[config.mk]
export PLATFORM = sky130hd
export DESIGN_NAME = fmc_memory_unit
export DESIGN_NICKNAME = d
export VERILOG_FILES = /design/src/core/fmc_decade.v /design/src/core/fmc_memory_unit.v
export VERILOG_INCLUDE_DIRS = /design/src /design/src/inc
export SDC_FILE = /design/constraint.sdc
export NUM_CORES = 1
export LEC_CHECK = 0
export BUFFER_PORTS_ARGS = -buffer_cell sky130_fd_sc_hd__buf_2
export CORE_AREA = 2 2 199 152
export CTS_CLUSTER_DIAMETER = 60
export DETAILED_ROUTE_END_ITERATION = 8
export DIE_AREA = 0 0 201 154
export GPL_TIMING_DRIVEN = 0
export PLACE_DENSITY_LB_ADDON = 0.25
export SYNTH_ARGS = -nofsm -noshare
export SYNTH_HDL_FRONTEND = slang
export SYNTH_SLANG_ARGS = --single-unit
[constraint.sdc]
create_clock -name mclk -period 7.6 [get_ports mclk]
set_input_delay 1.9 -clock mclk [delete_from_list [all_inputs] [get_ports mclk]]
set_output_delay 1.9 -clock mclk [all_outputs]
set_load 0.05 [all_outputs]
[src/inc/fmc_defs.vh]
// Constants for the frequency memory counter and divider.
// Included by the memory unit design file under core/.
`ifndef FMC_DEFS_VH
`define FMC_DEFS_VH
// -------------------------------------------------------
// Clock and timing
// -------------------------------------------------------
`define FMC_MCLK_HZ      200000000
`define FMC_XTAL_HZ      3276800
`define FMC_GATE_HZ      50
`define FMC_REF_HZ       100
`define FMC_AUX_HZ       200
// Crystal ticks per half period of each output
`define FMC_GATE_HALF    (`FMC_XTAL_HZ / (2 * `FMC_GATE_HZ))
`define FMC_REF_HALF     (`FMC_XTAL_HZ / (2 * `FMC_REF_HZ))
`define FMC_AUX_HALF     (`FMC_XTAL_HZ / (2 * `FMC_AUX_HZ))
// -------------------------------------------------------
// Counter geometry
// -------------------------------------------------------
`define FMC_DIGITS       6
`define FMC_DIV_MIN      5000
`define FMC_DIV_MAX      55000
`define FMC_ONESHOT_NS   1000
`define FMC_ONESHOT_CYC  ((`FMC_ONESHOT_NS * 200 + 999) / 1000)
`endif

[src/core/fmc_decade.v]
// One BCD decade with count enable, clear and carry out.
// Assumes a single clock domain; enables are one-cycle pulses.
`timescale 1ns/100ps
module fmc_decade (
   // Clock and reset
   input  wire       mclk,
   input  wire       rst_n,
   // Control
   input  wire       clkEn,
   input  wire       clear,
   input  wire       countIn,
   // Digit
   output reg  [3:0] digit,
   output wire       carryOut
);
   assign carryOut = countIn & (digit == 4'h9);
   always @(posedge mclk or negedge rst_n) begin
      if (!rst_n) begin
         digit <= 4'h0;
      end else if (clkEn) begin
         if (clear) begin
            digit <= 4'h0;
         end else if (countIn) begin
            digit <= (digit == 4'h9) ? 4'h0 : digit + 4'h1;
         end
      end
   end
endmodule

[src/core/fmc_memory_unit.v]
// Frequency memory: gated decade counter, store latch, preset divider,
// one-shot, phase comparator, loop filter and recall switch.
// Assumes all inputs synchronous to mclk; oscillators pre-sampled.
//
// Behaviour
// - Only gated tuning pulses reach six-digit counter
// - Crystal-derived 50 Hz pulses drive counter gate
// - BCD digits latched; upper five loaded as divider preset
// - Preset divider ratio 5000 to 55000
// - Shaped memory oscillator pulse clocks divider
// - Divider output stretched, compared to 100 Hz
// - Comparator output lowpass filtered steers oscillator
// - Store switch latches count, holds lock
// - Recall switch routes memory oscillator to synthesizer
// - Gate logic clears counter as each interval opens
// - Crystal generator also gives 200 Hz output
`timescale 1ns/100ps
`include "fmc_defs.vh"
module fmc_memory_unit #(
   parameter GATE_HALF = `FMC_GATE_HALF,
   parameter REF_HALF  = `FMC_REF_HALF,
   parameter AUX_HALF  = `FMC_AUX_HALF,
   parameter FILT_SH   = 4
) (
   // Clock, reset, enable
   input  wire        mclk,
   input  wire        rst_n,
   input  wire        clkEn,
   // Oscillators and crystal tick
   input  wire        xtalTick,
   input  wire        tuneOsc,
   input  wire        memOsc,
   // Switches
   input  wire        storeSwitch,
   input  wire        recall_stored_frequency_switch,
   // Outputs
   output reg  [23:0] storedFreq,
   output reg  [23:0] measuredFreq,
   output reg         gateOut,
   output reg         ref100,
   output reg         aux200,
   output reg         cmpUp,
   output reg         cmpDown,
   output reg  [15:0] steer,
   output reg         synthOsc,
   output reg         stored,
   output reg         divPulse
);
   // ----------------------------------------------------
   // Crystal clock generator
   // ----------------------------------------------------
   reg  [15:0] gateCnt;
   reg  [15:0] refCnt;
   reg  [15:0] auxCnt;
   reg         refPrev;
   wire        refRise = ref100 & ~refPrev;
   always @(posedge mclk or negedge rst_n) begin
      if (!rst_n) begin
         gateCnt <= 16'h0000;
         refCnt  <= 16'h0000;
         auxCnt  <= 16'h0000;
         gateOut <= 1'b0;
         ref100  <= 1'b0;
         aux200  <= 1'b0;
         refPrev <= 1'b0;
      end else if (clkEn) begin
         refPrev <= ref100;
         if (xtalTick) begin
            if (gateCnt == GATE_HALF - 1) begin
               gateCnt <= 16'h0000;
               gateOut <= ~gateOut;
            end else begin
               gateCnt <= gateCnt + 16'h0001;
            end
            if (refCnt == REF_HALF - 1) begin
               refCnt <= 16'h0000;
               ref100 <= ~ref100;
            end else begin
               refCnt <= refCnt + 16'h0001;
            end
            if (auxCnt == AUX_HALF - 1) begin
               auxCnt <= 16'h0000;
               aux200 <= ~aux200;
            end else begin
               auxCnt <= auxCnt + 16'h0001;
            end
         end
      end
   end
   // ----------------------------------------------------
   // Gate logic and edge detection
   // ----------------------------------------------------
   reg  gatePrev;
   reg  tunePrev;
   reg  memPrev;
   wire gateOpen  = gateOut & ~gatePrev;
   wire gateClose = ~gateOut & gatePrev;
   wire tuneEdge  = tuneOsc & ~tunePrev;
   wire memEdge   = memOsc & ~memPrev;
   always @(posedge mclk or negedge rst_n) begin
      if (!rst_n) begin
         gatePrev <= 1'b0;
         tunePrev <= 1'b0;
         memPrev  <= 1'b0;
      end else if (clkEn) begin
         gatePrev <= gateOut;
         tunePrev <= tuneOsc;
         memPrev  <= memOsc;
      end
   end
   // ----------------------------------------------------
   // Six-digit gated decade counter
   // ----------------------------------------------------
   wire [`FMC_DIGITS:0]   carry;
   wire [`FMC_DIGITS*4-1:0] count;
   assign carry[0] = tuneEdge & gateOut & ~gateOpen;
   genvar d;
   generate
      for (d = 0; d < `FMC_DIGITS; d = d + 1) begin : gDec
         fmc_decade uDec (
            .mclk     (mclk),
            .rst_n    (rst_n),
            .clkEn    (clkEn),
            .clear    (gateOpen),
            .countIn  (carry[d]),
            .digit    (count[d*4+3:d*4]),
            .carryOut (carry[d+1])
         );
      end
   endgenerate
   // ----------------------------------------------------
   // Store latch
   // ----------------------------------------------------
   reg  storeArm;
   always @(posedge mclk or negedge rst_n) begin
      if (!rst_n) begin
         measuredFreq <= 24'h000000;
         storedFreq   <= 24'h000000;
         storeArm     <= 1'b0;
         stored       <= 1'b0;
      end else if (clkEn) begin
         if (gateClose) begin
            measuredFreq <= count;
         end
         if (storeSwitch) begin
            storeArm <= 1'b1;
         end
         // Latch waits for the end of a full interval
         if (gateClose && (storeArm || storeSwitch)) begin
            storedFreq <= count;
            storeArm   <= 1'b0;
            stored     <= 1'b1;
         end
      end
   end
   // ----------------------------------------------------
   // Preset down-counting divider
   // ----------------------------------------------------
   reg  [16:0] divCnt;
   wire [16:0] presetVal;
   // Ratio from stored digits, clamped to the legal span
   wire [19:0] rawRatio = storedFreq[23:20] * 20'd10000
                        + storedFreq[19:16] * 20'd1000
                        + storedFreq[15:12] * 20'd100
                        + storedFreq[11:8]  * 20'd10
                        + {16'h0000, storedFreq[7:4]};
   assign presetVal = (rawRatio < `FMC_DIV_MIN) ? 17'd5000 :
                      (rawRatio > `FMC_DIV_MAX) ? 17'd55000 :
                      rawRatio[16:0];
   reg  [7:0] shotCnt;
   reg        divOut;
   wire [31:0] shotLoad = `FMC_ONESHOT_CYC;
   always @(posedge mclk or negedge rst_n) begin
      if (!rst_n) begin
         divCnt   <= 17'd0;
         divOut   <= 1'b0;
         divPulse <= 1'b0;
         shotCnt  <= 8'h00;
      end else if (clkEn) begin
         divOut <= 1'b0;
         if (memEdge) begin
            if (divCnt <= 17'd1) begin
               divCnt <= presetVal;
               divOut <= 1'b1;
            end else begin
               divCnt <= divCnt - 17'd1;
            end
         end
         if (divOut) begin
            shotCnt  <= shotLoad[7:0];
            divPulse <= 1'b1;
         end else if (shotCnt != 8'h00) begin
            shotCnt <= shotCnt - 8'h01;
            if (shotCnt == 8'h01) begin
               divPulse <= 1'b0;
            end
         end
      end
   end
   // ----------------------------------------------------
   // Phase comparator, loop filter and recall switch
   // ----------------------------------------------------
   reg  shotPrev;
   wire shotRise = divPulse & ~shotPrev;
   reg  [15:0] integ;
   always @(posedge mclk or negedge rst_n) begin
      if (!rst_n) begin
         shotPrev <= 1'b0;
         cmpUp    <= 1'b0;
         cmpDown  <= 1'b0;
         integ    <= 16'h8000;
         steer    <= 16'h8000;
         synthOsc <= 1'b0;
      end else if (clkEn) begin
         shotPrev <= divPulse;
         // Phase-frequency detector, reset when both set
         if ((cmpUp | refRise) & (cmpDown | shotRise)) begin
            cmpUp   <= 1'b0;
            cmpDown <= 1'b0;
         end else begin
            cmpUp   <= cmpUp | refRise;
            cmpDown <= cmpDown | shotRise;
         end
         if (stored && cmpUp && integ != 16'hffff) begin
            integ <= integ + 16'h0001;
         end else if (stored && cmpDown && integ != 16'h0000) begin
            integ <= integ - 16'h0001;
         end
         steer <= steer + (integ >>> FILT_SH) - (steer >>> FILT_SH);
         synthOsc <= recall_stored_frequency_switch ? memOsc : tuneOsc;
      end
   end
endmodule

==> results.tsv <==
metric	value	unit
antenna_cells	0	
clock_path_buffers	2	
vias	10000	
syn_area	0.0129	mm²
row_count	54	
tritoncts	done	
fill_cells	2734	
fmax	0.158	GHz
syn_nets	1543	
synth_flop_cell	dfrtp_1	
drt_iter0_drc	684	
via_per_inst	5.33	
crit_end	divCnt[4]	
ys_types	80	
worstSetupEndpointType	register	
synth_edf_count	0	
synthMuxAreaShare	3.17	%
path_clk_slew	0.08	ns
regArea	0.00481	mm²
yosys.area.top_type	dfrtp_1	
ir_drop	0.000200	V
ios	80	
rrSetupSlack	1.28	ns
cts_buffers	17	
clock-sinks	192	
antenna_found_initial	0	
dieHeight	154	µm
critPathMaxFanout	8	
ant_nets	0	
ys_async_sr_fraction	100	%
post-route-min-period	6.32	ns
ys_warn_count	0	
drc	0	
cts_hold_buffers	0	
cp-start-kind	register	
nets	1642	
setup_viol_count_final	0	
final-max-slew-violation-count	0	
clkLatencyLatePin	0.45	ns
critPathArrivalTime	6.63	ns
timing.rr.end	divCnt[4]	
yosys.area_share.simple	17.0	%
power_density	361	mW/mm²
hold_viol	0	
leakagePower	7.06	nW
core-area	0.0289	mm²
drive_above_1_share	12.1	%
first_pass_iters	5	
wire_per_inst	15.9	µm
post_cts_buffers	0	
syn_to_final_growth	11.5	%
root_buffer	clkbuf_16	
crit_type	register to register	
grt_overflow_total	0	
grt_max_degree	109	
synth_area_leaders	dfrtp_1, ha_1, fa_1, nand2_1, o21ai_0	
synth-compound-area-share	14.5	%
rr_worst_depth	23	
yosys_register_bits	192	
status	finished, final reports clean	
cts_resized	0	
floorplan.die_area	0.0310	mm²
hold_depth	1	
start_util	44.7	%
finalWeightedCongestion	0.879	
crit_start	storedFreq[17]	
h-tree-depth	4	
synth-xor-area-share	6.10	%
synth_top_family_by_area	adder cells	
hpwl	22600	µm
hp-class	register to register	
skew	0.00874	ns
grt_pass1_wl	50900	µm
holdWs	0.463	ns
postSynthAreaPerCell	9.35	µm²
wl	29900	µm
tns	0	ns
required	7.90	ns
grt_pass1_vias	9832	
globalRouteTotalUtil	20.2	%
synth.yosys.seq_area_share	37.3	%
multi_input_area	0.00750	mm²
tightest_slew	0.888	ns
die_w	201	µm
synthAdderAreaFrac	17.4	%
worstReg2RegStart	storedFreq[17]	
slew_headroom	40.3	%
post-route-period-util	83.2	%
syn_inst	1380	
rsz0062_at_grt	false	
drv_cap	0	
synth.top_cell.area_share	36.8	%
numPortBuffers	79	
[flip-flops by register name, summed over array words and instances (netlist names), 8 cells and up]
| register | cells |
|---|---|
| auxCnt | 16 |
| divCnt | 17 |
| steer | 16 |
| storedFreq | 24 |
| integ | 16 |
| measuredFreq | 24 |
| gateCnt | 16 |
| shotCnt | 8 |
| gDec.uDec.digit | 24 |
| refCnt | 16 |
[cell usage after synthesis (39+ instances only)]
cell type	instances
a21oi_1	53
dfrtp_1	190
fa_1	40
ha_1	115
inv_1	120
nand2_1	169
nand3_1	42
nor2_1	82
nor3_1	44
o21ai_0	109
xnor2_1	49
xor2_1	39
[area by class of cell]
cell class | instances | area share, %
flip-flops and latches | 192 | 33.4
multi-input cells | 1036 | 52.2
plain buffers | 32 | 0.992
clock buffers | 18 | 3.05
clock inverters | 14 | 0.818
repair buffers | 80 | 3.01
inverters | 120 | 3.13
well taps | 392 | 3.41
[stage by stage]
stage / total power, mW / setup slack (ns) / cells / area, µm² / utilization (%)
6_report: 5.19 / 1.28 / 1884 / 14400 / 49.9
4_1_cts: 5.21 / 1.31 / 1884 / 14400 / 49.9
5_1_grt: 5.66 / 0.823 / 1884 / 14400 / 49.9
3_3_place_gp: 4.23 / 1.27 / 1851 / 13800 / 47.8
2_1_floorplan: 3.71 / 1.91 / 1380 / 12900 / -
3_5_place_dp: 4.30 / 1.30 / 1852 / 13800 / 47.9
[worst min path at each step]
stage	startpoint	to	slack, ns
after CTS	aux200	aux200	0.47
after global placement	measuredFreq[15]	measuredFreq[15]	0.45
after detailed placement	aux200	aux200	0.45
after global routing	gateCnt[12]	gateCnt[12]	0.49
final	aux200	aux200	0.46
after floorplan	gateCnt[12]	gateCnt[12]	0.44
[layout by cell type, fill, tap and decap left out, drive strengths merged, types with 12 or more instances in the layout]
master  instances
nor3           46
buf            87
nand2         170
ha            115
xnor2          49
a31oi          12
o31ai          15
mux2           31
clkbuf         43
nor2           82
nand4          26
o21ai         117
nor4           14
inv           128
dfrtp         190
a21o           21
xor2           40
nor2b          13
nand2b         16
fa             40
a21oi          53
nand3          42
[cell families after synthesis]
| family | count (synthesis) |
|---|---|
| AOI/OAI and AO/OA | 294 |
| xor gates and xnor gates | 89 |
| adders and majority gates | 155 |
| buffers and inverters | 152 |
| DFF | 192 |
| muxes | 37 |
| and+or+nand+nor | 461 |
[where the power goes]
part / switching, mW / internal, mW / total (mW)
Sequential: 0.284 / 1.27 / 1.56
Clock: 0.448 / 0.439 / 0.888
Combinational: 1.63 / 1.12 / 2.75
Total: 2.36 / 2.83 / 5.19
[layer usage]
metal	track usage, %	vias up	part of all wire [%]
met2	30.1	170	43
met5	0	-	0
met3	3.43	26	3.9
met4	4.51	0	1.0
met1	30.5	4846	52
li1	-	5002	-
[worst max-delay path, stage by stage (launching register included)]
cell and delay, ns:
dfrtp_1 0.48, fa_1 0.64, inv_1 0.10, fa_1 0.51, inv_1 0.04, ha_1 0.33, a21oi_1 0.22, nor2b_1 0.07
nor2_1 0.09, o21bai_1 0.09, a21o_1 0.19, a21oi_1 0.17, xnor2_1 0.21, ha_1 0.30, ha_1 0.29, ha_1 0.28
clkbuf_4 0.18, nor2b_1 0.15, a221o_1 0.32, a211oi_1 0.46, o211ai_1 0.19, a31o_1 0.24, o21ai_0 0.47, o21ai_1 0.15
No activity file was read; power rests on OpenSTA's default activity.
